### config.mk
export PLATFORM = sky130hd
export DESIGN_NAME = dcs_scheduler
export DESIGN_NICKNAME = d
export VERILOG_FILES = /design/src/include/dcs_pkg.sv /design/src/verilog/dcs_bank.sv /design/src/verilog/dcs_scheduler.sv
export VERILOG_INCLUDE_DIRS = /design/src /design/src/include
export SDC_FILE = /design/constraint.sdc
export NUM_CORES = 1
export LEC_CHECK = 0
export BUFFER_PORTS_ARGS = -buffer_cell sky130_fd_sc_hd__clkbuf_2
export CAP_MARGIN = 30
export CORE_MARGIN = 5
export CORE_UTILIZATION = 61
export CTS_CLUSTER_DIAMETER = 150
export DETAILED_ROUTE_END_ITERATION = 8
export GPL_TIMING_DRIVEN = 0
export PLACE_DENSITY = 0.86
export SYNTH_ARGS = -nofsm -noshare
export SYNTH_HDL_FRONTEND = slang
export SYNTH_SLANG_ARGS = --single-unit
### constraint.sdc
create_clock -name mclk -period 8.27 [get_ports mclk]
set_clock_uncertainty 0.15 [all_clocks]
set_input_delay 0.4135 -clock mclk [delete_from_list [all_inputs] [get_ports mclk]]
set_output_delay 0.4135 -clock mclk [all_outputs]
set_load 0.01 [all_outputs]
### src/include/dcs_map.svh
// Constants of the DDR2 command scheduler: field positions, timing and counts.
// Assumes a 125 MHz controller clock; included by bare name.
`ifndef DCS_MAP_SVH
`define DCS_MAP_SVH
// Clock period and DRAM timing, in picoseconds
`define DCS_CLK_PS 8000
`define DCS_TRCD_PS 15000
`define DCS_TRP_PS 15000
// Least times round up to whole cycles
`define DCS_TRCD_CYC ((`DCS_TRCD_PS + `DCS_CLK_PS - 1) / `DCS_CLK_PS)
`define DCS_TRP_CYC ((`DCS_TRP_PS + `DCS_CLK_PS - 1) / `DCS_CLK_PS)
// Burst geometry on the 16-bit device
`define DCS_BURST_BYTES 8
`define DCS_BURST_SHIFT 3
// Byte address field positions
`define DCS_COL_LSB 1
`define DCS_ILV_BANK_LSB 11
`define DCS_ILV_ROW_LSB 14
`define DCS_LIN_ROW_LSB 11
`define DCS_LIN_BANK_LSB 24
// Mapping mode values
`define DCS_MAP_INTERLEAVE 1'b0
`endif

### src/include/dcs_pkg.sv
// Types of the DDR2 command scheduler.
// Assumes nothing beyond a SystemVerilog compiler.
package dcs_pkg;
  typedef logic [2:0] dcs_bank_t;
  typedef logic [12:0] dcs_row_t;
  typedef logic [9:0] dcs_col_t;
  // DRAM command opcodes
  typedef enum logic [2:0] {
    DCS_OP_NOP = 3'h0,
    DCS_OP_ACT = 3'h1,
    DCS_OP_RD = 3'h2,
    DCS_OP_WR = 3'h3,
    DCS_OP_PRE = 3'h4
  } dcs_op_t;
  // Scheduler states
  typedef enum logic [0:0] {
    DCS_ST_IDLE = 1'b0,
    DCS_ST_RUN = 1'b1
  } dcs_state_t;
  // One crossbar request
  typedef struct packed {
    logic valid;
    logic [15:0] masterId;
    logic write;
    logic [31:0] addr;
    logic [7:0] size;
  } dcs_req_t;
  // One DRAM command
  typedef struct packed {
    dcs_op_t op;
    dcs_bank_t bank;
    dcs_row_t row;
    dcs_col_t col;
    logic autoPre;
  } dcs_cmd_t;
  // Decoded DRAM location
  typedef struct packed {
    dcs_bank_t bank;
    dcs_row_t row;
    dcs_col_t col;
  } dcs_loc_t;
endpackage : dcs_pkg

### src/verilog/dcs_bank.sv
// One DRAM bank: open flag, open row and a busy timer.
// Assumes strobes from the scheduler on the same clock, at most one per cycle.
`timescale 1ns/1ps
`default_nettype none
`include "dcs_map.svh"
module dcs_bank
  import dcs_pkg::*;
(
  // Clock and reset
  input wire logic mclk,
  input wire logic sysRst,
  // Command strobes
  input wire logic doAct,
  input wire logic doPre,
  input wire logic doAutoPre,
  input wire dcs_row_t actRow,
  input wire logic [3:0] actWait,
  // Bank state
  output logic openFlag,
  output dcs_row_t openRow,
  output wire logic ready
);
  logic [3:0] timer;

  // Open state; other banks are never touched by this one
  always_ff @(posedge mclk) begin
    if (sysRst) begin
      openFlag <= 1'b0;
      openRow <= '0;
    end else if (doAct) begin
      openFlag <= 1'b1;
      openRow <= actRow;
    end else if (doPre || doAutoPre) begin
      openFlag <= 1'b0;
    end
  end

  // Busy timer: row-to-column after activate, precharge time after close
  always_ff @(posedge mclk) begin
    if (sysRst) begin
      timer <= 4'h0;
    end else if (doAct) begin
      timer <= actWait;
    end else if (doPre || doAutoPre) begin
      timer <= 4'(`DCS_TRP_CYC);
    end else if (timer != 4'h0) begin
      timer <= timer - 4'h1;
    end
  end

  assign ready = (timer == 4'h0);

  property p_pre_wait;
    @(posedge mclk) disable iff (sysRst) (doPre || doAutoPre) |=> !ready;
  endproperty
  a_pre_wait: assert property (p_pre_wait) else $error("bank ready right after precharge");
endmodule : dcs_bank
`default_nettype wire

### src/verilog/dcs_scheduler.sv
// DDR2 command scheduler: arbitration, bank mapping, page handling, auto precharge.
// Assumes requests and settings come from logic on mclk; commands go to a DRAM PHY.
// Overview of operation
// - Mapping mode 0 places the bank bits just above the column so strides spread over banks.
// - A row may be activated in one bank while rows stay open in the other banks.
// - An access that hits the open row of its bank gets its column command with no precharge.
// - With the global read auto-precharge bit set every read carries auto precharge.
// - Eight per-bank enables give auto precharge only on the last burst of a read transfer.
// - The global bit overrides the per-bank enables for reads on every bank.
// - With additive latency of the row-to-column delay minus one, the read follows activate at once.
// - A request whose master ID matches the priority ID on the masked bits wins arbitration over one that does not.
// - Each read or write burst moves 8 bytes, four 16-bit words.
`timescale 1ns/1ps
`default_nettype none
`include "dcs_map.svh"
module dcs_scheduler
  import dcs_pkg::*;
(
  // Clock and reset
  input wire logic mclk,
  input wire logic sysRst,
  // Configuration
  input wire logic bankMappingMode,
  input wire logic globalReadAutoprecharge,
  input wire logic [7:0] perBankAutoprechargeEnables,
  input wire logic [15:0] priorityMasterId,
  input wire logic [15:0] priorityIdMask,
  input wire logic [2:0] additiveLatency,
  // Crossbar requests
  input wire dcs_req_t req0,
  input wire dcs_req_t req1,
  output logic [1:0] reqAccept,
  // DRAM commands and bank state
  output var dcs_cmd_t cmdOut,
  output wire logic [7:0] bankOpen
);
  localparam int NBANK = 8;

  dcs_state_t state;
  logic [31:0] curAddr;
  logic curWrite;
  logic [5:0] burstsLeft;
  logic rrLast;
  logic issueLastQ;
  logic [7:0] prevOpen;
  dcs_loc_t loc;
  dcs_row_t openRowArr [NBANK];
  logic [7:0] bankReady;
  logic [7:0] doAct;
  logic [7:0] doPre;
  logic [7:0] doAutoPre;
  logic [3:0] actWait;
  logic pickOne;
  logic anyReq;
  dcs_req_t pickReq;
  logic [8:0] roundUp;
  logic [5:0] nBursts;
  logic rowHit;
  logic issueAct;
  logic issuePre;
  logic issueCol;
  logic lastBurst;
  logic apNow;
  dcs_cmd_t next_cmd;

  //////////////////////////////////////////////////////////////////////////////
  // Decoding helpers

  // Byte address to bank, row and column
  function automatic dcs_loc_t mapAddr(input logic [31:0] a, input logic mode);
    dcs_loc_t l;
    l.col = a[`DCS_COL_LSB +: 10];
    if (mode == `DCS_MAP_INTERLEAVE) begin
      l.bank = a[`DCS_ILV_BANK_LSB +: 3];
      l.row = a[`DCS_ILV_ROW_LSB +: 13];
    end else begin
      l.row = a[`DCS_LIN_ROW_LSB +: 13];
      l.bank = a[`DCS_LIN_BANK_LSB +: 3];
    end
    return l;
  endfunction : mapAddr

  // Master ID compare on the masked bits
  function automatic logic idMatch(input dcs_req_t r);
    return r.valid && (((r.masterId ^ priorityMasterId) & priorityIdMask) == 16'h0000);
  endfunction : idMatch

  //////////////////////////////////////////////////////////////////////////////
  // Arbitration

  // Priority match first, then alternate between ports
  always_comb begin
    anyReq = req0.valid || req1.valid;
    if (req0.valid && req1.valid) begin
      if (idMatch(req1) && !idMatch(req0)) begin
        pickOne = 1'b1;
      end else if (idMatch(req0) && !idMatch(req1)) begin
        pickOne = 1'b0;
      end else begin
        pickOne = !rrLast;
      end
    end else begin
      pickOne = req1.valid;
    end
    pickReq = pickOne ? req1 : req0;
    roundUp = {1'b0, pickReq.size} + 9'(`DCS_BURST_BYTES - 1);
    nBursts = roundUp[8:`DCS_BURST_SHIFT];
    if (nBursts == 6'h00) begin
      nBursts = 6'h01;
    end
  end

  // Request capture and burst walk
  always_ff @(posedge mclk) begin
    if (sysRst) begin
      state <= DCS_ST_IDLE;
      reqAccept <= 2'b00;
      curAddr <= 32'h0000_0000;
      curWrite <= 1'b0;
      burstsLeft <= 6'h00;
      rrLast <= 1'b0;
    end else begin
      reqAccept <= 2'b00;
      case (state)
        DCS_ST_IDLE: begin
          if (anyReq) begin
            reqAccept <= pickOne ? 2'b10 : 2'b01;
            rrLast <= pickOne;
            curAddr <= {pickReq.addr[31:`DCS_BURST_SHIFT], 3'h0};
            curWrite <= pickReq.write;
            burstsLeft <= nBursts;
            state <= DCS_ST_RUN;
          end
        end
        DCS_ST_RUN: begin
          if (issueCol) begin
            curAddr <= curAddr + 32'(`DCS_BURST_BYTES);
            burstsLeft <= burstsLeft - 6'h01;
            if (lastBurst) begin
              state <= DCS_ST_IDLE;
            end
          end
        end
        default: begin
          state <= DCS_ST_IDLE;
        end
      endcase
    end
  end

  //////////////////////////////////////////////////////////////////////////////
  // Banks

  generate
    for (genvar b = 0; b < NBANK; b++) begin : g_bank
      dcs_bank u_bank (
        .mclk(mclk),
        .sysRst(sysRst),
        .doAct(doAct[b]),
        .doPre(doPre[b]),
        .doAutoPre(doAutoPre[b]),
        .actRow(loc.row),
        .actWait(actWait),
        .openFlag(bankOpen[b]),
        .openRow(openRowArr[b]),
        .ready(bankReady[b])
      );
      assign doAct[b] = issueAct && (loc.bank == 3'(b));
      assign doPre[b] = issuePre && (loc.bank == 3'(b));
      assign doAutoPre[b] = issueCol && apNow && (loc.bank == 3'(b));
    end
  endgenerate

  //////////////////////////////////////////////////////////////////////////////
  // Command choice

  always_comb begin
    loc = mapAddr(curAddr, bankMappingMode);
    rowHit = bankOpen[loc.bank] && (openRowArr[loc.bank] == loc.row);
    lastBurst = (burstsLeft == 6'h01);
    issueAct = 1'b0;
    issuePre = 1'b0;
    issueCol = 1'b0;
    if (state == DCS_ST_RUN && bankReady[loc.bank]) begin
      if (rowHit) begin
        issueCol = 1'b1;
      end else if (bankOpen[loc.bank]) begin
        issuePre = 1'b1;
      end else begin
        issueAct = 1'b1;
      end
    end
    // Global bit wins over the per-bank enables; writes never auto precharge
    apNow = !curWrite && (globalReadAutoprecharge ||
            (perBankAutoprechargeEnables[loc.bank] && lastBurst));
    // Activate to column wait, shortened by additive latency
    if (4'(`DCS_TRCD_CYC - 1) > {1'b0, additiveLatency}) begin
      actWait = 4'(`DCS_TRCD_CYC - 1) - {1'b0, additiveLatency};
    end else begin
      actWait = 4'h0;
    end
    next_cmd.op = DCS_OP_NOP;
    if (issueAct) begin
      next_cmd.op = DCS_OP_ACT;
    end else if (issuePre) begin
      next_cmd.op = DCS_OP_PRE;
    end else if (issueCol) begin
      next_cmd.op = curWrite ? DCS_OP_WR : DCS_OP_RD;
    end
    next_cmd.bank = loc.bank;
    next_cmd.row = loc.row;
    next_cmd.col = loc.col;
    next_cmd.autoPre = issueCol && apNow;
  end

  // Command register
  always_ff @(posedge mclk) begin
    if (sysRst) begin
      cmdOut <= '0;
      issueLastQ <= 1'b0;
      prevOpen <= 8'h00;
    end else begin
      cmdOut <= next_cmd;
      issueLastQ <= issueCol && lastBurst;
      prevOpen <= bankOpen;
    end
  end

  //////////////////////////////////////////////////////////////////////////////
  // Checks

  property p_global_ap;
    @(posedge mclk) disable iff (sysRst)
      (cmdOut.op == DCS_OP_RD) && $past(globalReadAutoprecharge) |-> cmdOut.autoPre;
  endproperty
  a_global_ap: assert property (p_global_ap) else $error("read without auto precharge");

  property p_bank_off;
    @(posedge mclk) disable iff (sysRst)
      (cmdOut.op == DCS_OP_RD) && !$past(globalReadAutoprecharge) &&
      ((($past(perBankAutoprechargeEnables) >> cmdOut.bank) & 8'h01) == 8'h00) |-> !cmdOut.autoPre;
  endproperty
  a_bank_off: assert property (p_bank_off) else $error("auto precharge on disabled bank");

  property p_mid_burst;
    @(posedge mclk) disable iff (sysRst)
      (cmdOut.op == DCS_OP_RD) && !$past(globalReadAutoprecharge) && !issueLastQ |-> !cmdOut.autoPre;
  endproperty
  a_mid_burst: assert property (p_mid_burst) else $error("per-bank precharge before last burst");

  property p_act_keeps;
    @(posedge mclk) disable iff (sysRst)
      (cmdOut.op == DCS_OP_ACT) |-> (bankOpen == (prevOpen | (8'h01 << cmdOut.bank)));
  endproperty
  a_act_keeps: assert property (p_act_keeps) else $error("activate disturbed another bank");

  property p_hit_col;
    @(posedge mclk) disable iff (sysRst)
      (cmdOut.op == DCS_OP_RD || cmdOut.op == DCS_OP_WR) |->
      prevOpen[cmdOut.bank] && (openRowArr[cmdOut.bank] == cmdOut.row);
  endproperty
  a_hit_col: assert property (p_hit_col) else $error("column command to a closed row");

  property p_pre_miss;
    @(posedge mclk) disable iff (sysRst)
      (cmdOut.op == DCS_OP_PRE) |-> prevOpen[cmdOut.bank] && (openRowArr[cmdOut.bank] != cmdOut.row);
  endproperty
  a_pre_miss: assert property (p_pre_miss) else $error("precharge on a row hit");

  property p_al_read;
    @(posedge mclk) disable iff (sysRst)
      (cmdOut.op == DCS_OP_ACT) && !curWrite && (actWait == 4'h0) |=> (cmdOut.op == DCS_OP_RD);
  endproperty
  a_al_read: assert property (p_al_read) else $error("read did not follow activate");

  property p_burst_step;
    @(posedge mclk) disable iff (sysRst)
      (cmdOut.op == DCS_OP_RD || cmdOut.op == DCS_OP_WR) |-> (cmdOut.col[1:0] == 2'b00);
  endproperty
  a_burst_step: assert property (p_burst_step) else $error("burst not four-word aligned");

  property p_prio;
    @(posedge mclk) disable iff (sysRst)
      (state == DCS_ST_IDLE) && idMatch(req1) && req0.valid && !idMatch(req0) |=> (reqAccept == 2'b10);
  endproperty
  a_prio: assert property (p_prio) else $error("priority master lost arbitration");
endmodule : dcs_scheduler
`default_nettype wire

==> results.json, run 1 <==
{
  "rsz0062_at_grt": "false",
  "power_frac_comb_pct": 31.4,
  "intPower_mw": 2.05,
  "leakagePower_nw": 5.17,
  "synth_cell_types": 79,
  "htreeDepth": 1,
  "finalSetupViolCount": 0,
  "worst_pin_slew_ns": 1.19,
  "numCtsBuffers": 22,
  "ys_seq_area_share_pct": 37.0,
  "grt_pass1_wl_um": 60100,
  "nets": 1766,
  "drtIter0Drc": 1411,
  "layout-drive-gt1-share_pct": 18.6,
  "grt_pass1_vias": 11350,
  "die_h_um": 145,
  "row_count": 49,
  "start_util_pct": 62.1,
  "hold_path_class": "in2reg",
  "async_flop_share_pct": 0,
  "status": "completed",
  "power_mw": 3.17,
  "drv_cap": 0,
  "synth_area_per_cell_um2": 8.16,
  "path_clk_slew_ns": 0.06,
  "rr_worst_depth": 12,
  "finalCritPeriodShare_pct": 55.0,
  "grt_use_total_pct": 34.1,
  "cts_tree": "done",
  "maxSlewViolCount": 0,
  "synth-seq-cells": 207,
  "cp.required_ns": 8.55,
  "synth_area_leader_cell": "dfxtp_1",
  "die_w_um": 145,
  "fin_crit_ns": 4.55,
  "crit_path_top_delay_cell": "nor2_1",
  "coreArea_um2": 18000,
  "hold_violations": 0,
  "portBuffers": 183,
  "cp_common_cell": "buf_2",
  "end_kind": "flop",
  "vias_per_cell": 6.56,
  "routedWlPerCell_um": 20.9,
  "grt_start_max_net_pins": 16,
  "ir_drop_mv": 0.195,
  "clock.fmax_mhz": 220,
  "io_pins": 203,
  "maxSlewHeadroom_pct": 20.5,
  "synthCells": 1372,
  "antenna_found_initial": 0,
  "netSwitchingFraction_pct": 35.2,
  "clock-root-buffer": "clkbuf_16",
  "worst_hold_path.num_cells": 3,
  "post-dp-hpwl_um": 27400,
  "fill_cells": 1450,
  "vias": 11984,
  "grt-ovfl-total": 0,
  "syn2layout_area_growth_pct": 17.2,
  "finalSetupTns_ns": 0,
  "switching_power_mw": 1.12,
  "cts.repair.resized": 0,
  "clk_latency_ns": 0.53,
  "crit_arrival_ns": 4.83,
  "cts_hold_buf": 0,
  "worst_slack_ns": 3.72,
  "crit_type": "reg2reg",
  "ant_nets": 0,
  "clk_path_buf_depth": 3,
  "gp_congestion": 1.01,
  "yosysTopAreaCellShare_pct": 37.0,
  "synth_area_um2": 11200,
  "p_seq_share_pct": 37.8,
  "n_antenna_cell": 0,
  "drt_first_pass_iters": 6,
  "cts_sinks": 207,
  "power_density_nw_per_um2": 241,
  "slowest_delay_ns": 0.92,
  "drcViolationCount": 0,
  "synth_edf_count": 0,
  "crit_chain": "buf_2, mux2i_4, buf_6, clkbuf_1, a21oi_1, o21ai_0, buf_2, nand2_1, nor2_1, buf_2, nor2_1, a211oi_1",
  "pre_cts_ws_ns": 3.81,
  "wirelength_um": 38300,
  "synth-main-ff-cell": "dfxtp_1",
  "power_frac_clock_pct": 30.9,
  "cp_max_fo": 10,
  "netlist_top_cells_area": "dfxtp_1 (37%), nor2_1 (7.1%), a211oi_1 (7.0%)",
  "cp-start-kind": "flop",
  "cts_post_setup_buffers_inserted": 0,
  "dieArea_um2": 21200,
  "ys_warn_count": 0
}
power by group through the flow:
stage               Sequential, mW  Clock (mW)  Combinational (mW)
floorplan                     1.19           0               0.703
global placement              1.21           0               0.919
detailed placement            1.21           0               0.950
CTS                           1.19       0.971               0.964
global route                  1.21        1.01                1.09
finish                        1.20       0.977               0.993
flip-flops by register name, summed over array words and instances, names as in the netlist:
name and count:
curWrite 1, state 1, g_bank.u_bank.openFlag 8, g_bank.u_bank.openRow 104, reqAccept 2, cmdOut 28
burstsLeft 6, rrLast 1, curAddr 24, g_bank.u_bank.timer 32
kinds of logic (layout without fill, tap and decap cells):
logic type               Yosys count  in the layout  share of synthesized area, %
XOR/XNOR                          62             62                          4.85
flip-flops                       207            207                          37.0
AO/OA/AOI/OAI                    346            346                          21.2
multiplexers                      61             61                          5.94
AND/OR/NAND/NOR                  527            527                          22.4
buffers and inverters            147            372                          6.17
other                              1              2                        0.0335
adder cells (fa/ha/maj)           21             21                          2.32
cell usage in the layout, fill, tap and decap left out, types with 47 or more instances in the layout:
| cell | netlist | layout |
|---|---|---|
| a211oi_1 | 105 | 105 |
| a21oi_1 | 78 | 78 |
| clkbuf_1 | 74 | 77 |
| clkbuf_2 | 0 | 183 |
| dfxtp_1 | 207 | 207 |
| mux2i_1 | 47 | 47 |
| nand2_1 | 72 | 72 |
| nor2_1 | 213 | 213 |
| nor3_1 | 81 | 81 |
| o21ai_0 | 47 | 47 |
| xor2_1 | 55 | 55 |
critical path: cells and delay by family (launching register included):
kind	cells	cell delay [ns]
buffers and inverters	5	1.84
AO/OA/AOI/OAI	3	0.62
flip-flops	1	0.29
multiplexers	1	0.39
AND/OR/NAND/NOR	3	1.15
layer usage:
metal / global-route usage, % / routed length (um)
met2: 52.5 / 16800
met5: 0 / 0
met1: 46.3 / 14800
met4: 14.9 / 1980
met3: 7.38 / 4700
worst paths after layout:
| kind | start | to | slack, ns |
|---|---|---|---|
| setup / recovery | curAddr[25] | g_bank[5].u_bank.openRow[8] | 3.72 |
| hold / removal | sysRst | g_bank[7].u_bank.timer[1] | 0.11 |
| setup reg to reg | curAddr[25] | g_bank[5].u_bank.openRow[8] | 3.72 |
| hold reg to reg | g_bank[2].u_bank.timer[1] | g_bank[2].u_bank.timer[1] | 0.34 |
area by class of cell:
cell class | count | area (um2) | area share (%)
multi-input combinational | 1019 | 6370 | 48.5
sequential | 207 | 4140 | 31.6
timing repair buffer | 186 | 938 | 7.15
clock buffer | 27 | 589 | 4.49
buffer | 118 | 582 | 4.43
tap | 229 | 287 | 2.18
clock inverter | 12 | 113 | 0.858
inverter | 29 | 109 | 0.829
cell usage after synthesis (18+ instances only):
cell      count
buf_2        18
nand3_1      28
a211oi_1    105
clkbuf_1     74
nor2_1      213
ha_1         20
nor2b_1      19
mux2i_1      47
a21oi_1      78
nor3_1       81
a22oi_1      22
dfxtp_1     207
nor4_1       21
o21ai_0      47
xor2_1       55
nand2_1      72
inv_1        29
stage by stage:
stage / util [%] / cells / instance area, um2 / hold slack [ns]
after global placement: 68.8 / 1785 / 12400 / 0.317
after floorplan: - / 1373 / 11200 / 0.300
after CTS: 72.8 / 1827 / 13100 / 0.102
after detailed placement: 68.9 / 1788 / 12400 / 0.326
final: 72.8 / 1827 / 13100 / 0.115
after global routing: 72.8 / 1827 / 13100 / 0.116
(Power assumes the default switching activity.)
==> run 2: changes to the inputs <==
--- a/config.mk
+++ b/config.mk
@@ -9,11 +9,11 @@
 export BUFFER_PORTS_ARGS = -buffer_cell sky130_fd_sc_hd__clkbuf_2
 export CAP_MARGIN = 30
 export CORE_MARGIN = 5
-export CORE_UTILIZATION = 61
+export CORE_UTILIZATION = 57
 export CTS_CLUSTER_DIAMETER = 150
 export DETAILED_ROUTE_END_ITERATION = 8
 export GPL_TIMING_DRIVEN = 0
-export PLACE_DENSITY = 0.86
+export PLACE_DENSITY = 0.81
 export SYNTH_ARGS = -nofsm -noshare
 export SYNTH_HDL_FRONTEND = slang
 export SYNTH_SLANG_ARGS = --single-unit
==> constraint.sdc (replaced) <==
create_clock -name mclk -period 4.5 [get_ports mclk]
set_clock_uncertainty 0.15 [all_clocks]
set_input_delay 0.225 -clock mclk [delete_from_list [all_inputs] [get_ports mclk]]
set_output_delay 0.225 -clock mclk [all_outputs]
set_load 0.01 [all_outputs]
==> run 2 against run 1 <==
- cell count up 2.4%
- global-route usage down 0.92 points
- critical path depth up 3
- largest cell class unchanged
==> results.json, run 2 (same netlist as run 1, synthesis figures left out) <==
{
  "status": "completed",
  "largest_register_ffs": 104,
  "cp-start-kind": "flop",
  "hold_path_class": "in2reg",
  "crit_type": "reg2reg",
  "dieArea_um2": 22500,
  "grt_use_total_pct": 33.2,
  "vias_per_cell": 6.28,
  "layout-drive-gt1-share_pct": 18.5,
  "largest_register": "g_bank.u_bank.openRow",
  "stdcell_count": 1871,
  "portBuffers": 183,
  "grt_pass1_vias": 11199,
  "antenna_found_initial": 0,
  "power_density_nw_per_um2": 458,
  "wirelength_um": 38600,
  "place_inst": 1824,
  "io_pins": 203,
  "finalCritPeriodShare_pct": 96.0,
  "start_util_pct": 57.7,
  "leakagePower_nw": 5.26,
  "drcViolationCount": 0,
  "maxSlewHeadroom_pct": 30.1,
  "gp_congestion": 0.988,
  "finalSetupTns_ns": 0,
  "clock-root-buffer": "clkbuf_16",
  "n_antenna_cell": 0,
  "worst_pin_slew_ns": 1.04,
  "htreeDepth": 1,
  "finalSetupViolCount": 0,
  "syn2layout_area_growth_pct": 19.3,
  "crit_arrival_ns": 4.55,
  "clk_latency_ns": 0.53,
  "cp_max_fo": 10,
  "cts_tree": "done",
  "vias": 11749,
  "rsz0062_at_grt": "false",
  "grt_pass1_wl_um": 59600,
  "coreArea_um2": 19400,
  "cts_post_setup_buffers_inserted": 0,
  "maxSlewViolCount": 0,
  "grt-ovfl-total": 0,
  "nets": 1772,
  "hold_violations": 0,
  "die_h_um": 150,
  "die_w_um": 150,
  "top_regs": "g_bank.u_bank.openRow (104), g_bank.u_bank.timer (32), cmdOut (28)",
  "fill_cells": 1639,
  "fin_crit_ns": 4.32,
  "post-dp-hpwl_um": 27800,
  "cts_sinks": 207,
  "row_count": 51,
  "clock.fmax_mhz": 231,
  "routedWlPerCell_um": 20.6,
  "final_common_cell": "nor2_1",
  "drtIter0Drc": 1468,
  "numCtsBuffers": 23,
  "most-common-layout-cells": "nor2_1 (213), dfxtp_1 (207), clkbuf_2 (184)",
  "drt_first_pass_iters": 6,
  "rr_worst_depth": 15,
  "drv_cap": 0,
  "ir_drop_mv": 0.276,
  "clk_path_buf_depth": 3,
  "worst_hold_path.num_cells": 5,
  "grt_start_max_net_pins": 14,
  "end_kind": "flop",
  "path_clk_slew_ns": 0.06,
  "ant_nets": 0,
  "cp.required_ns": 4.73
}
[run 2: cell types whose count changed in the layout (fill, tap and decap cells not counted), sizes merged]
cell	delta
dlygate4sd3	+5
clkbuf	+5
clkinv	-6
bufinv	+5
clkinvlp	-2
inv	+1
[run 2: critical path, cell delays in order (launching register included)]
cell and delay, ns:
dfxtp_1 0.30, buf_2 0.19, mux2i_4 0.40, buf_6 0.23, buf_2 0.26, nor3_1 0.08
nor4_1 0.54, a2bb2oi_1 0.24, o211ai_1 0.13, o22ai_1 0.25, nand4_2 0.28, o21a_1 0.30
clkbuf_1 0.26, buf_2 0.28, o21ai_0 0.19, o31ai_1 0.09
[run 2: cell type report]
type | instances | area, um2 | area share, %
multi-input combinational | 1019 | 6370 | 47.7
sequential | 207 | 4140 | 31.0
timing repair buffer | 191 | 988 | 7.40
clock buffer | 32 | 629 | 4.71
buffer | 118 | 583 | 4.37
tap | 265 | 332 | 2.48
clock inverter | 10 | 204 | 1.53
inverter | 29 | 109 | 0.815
[run 2: layer usage]
layer,vias to the layer above,global-route usage (%),wire (um)
li1,5376,-,-
met1,5471,44.3,15100
met2,762,53.2,17500
met3,140,7.01,4640
met4,0,12.1,1410
met5,-,0,0
[run 2: power breakdown]
part	leakage, nW	total (mW)	internal [mW]	switching, mW
sequential	1.68	2.19	2.04	0.152
combinational	3.17	1.83	0.736	1.09
clock	0.407	2.10	1.32	0.775
[run 2: path summary, 6_finish.rpt]
check                             from                         to  slack [ns]
max reg2reg                curAddr[25]                 curAddr[9]        0.18
min                           req1[20]                curAddr[12]      0.0006
min reg2reg  g_bank[0].u_bank.timer[1]  g_bank[0].u_bank.timer[1]        0.34
max                        curAddr[25]                 curAddr[9]        0.18
[run 2: per-stage QoR]
stage / util, % / total power [mW] / worst slack, ns / hold slack [ns] / area [um2]
final: 68.9 / 6.12 / 0.179 / 0.000594 / 13400
after global routing: 68.9 / 6.39 / 0.0585 / 0.0508 / 13400
after CTS: 68.8 / 6.06 / 0.133 / 0.000144 / 13400
after detailed placement: 64.3 / 3.98 / 0.158 / 0.326 / 12500
after global placement: 64.2 / 3.91 / 0.240 / 0.317 / 12400
after floorplan: - / 3.49 / 1.21 / 0.269 / 11200
[run 2: what timing repair did]
| action | in CTS | in global routing |
|---|---|---|
| gates resized for setup | 0 | 2 |
| hold buffers | 5 | 0 |
| hold endpoints to repair | 3 | 0 |
| endpoints found under the setup margin | 0 | 53 |
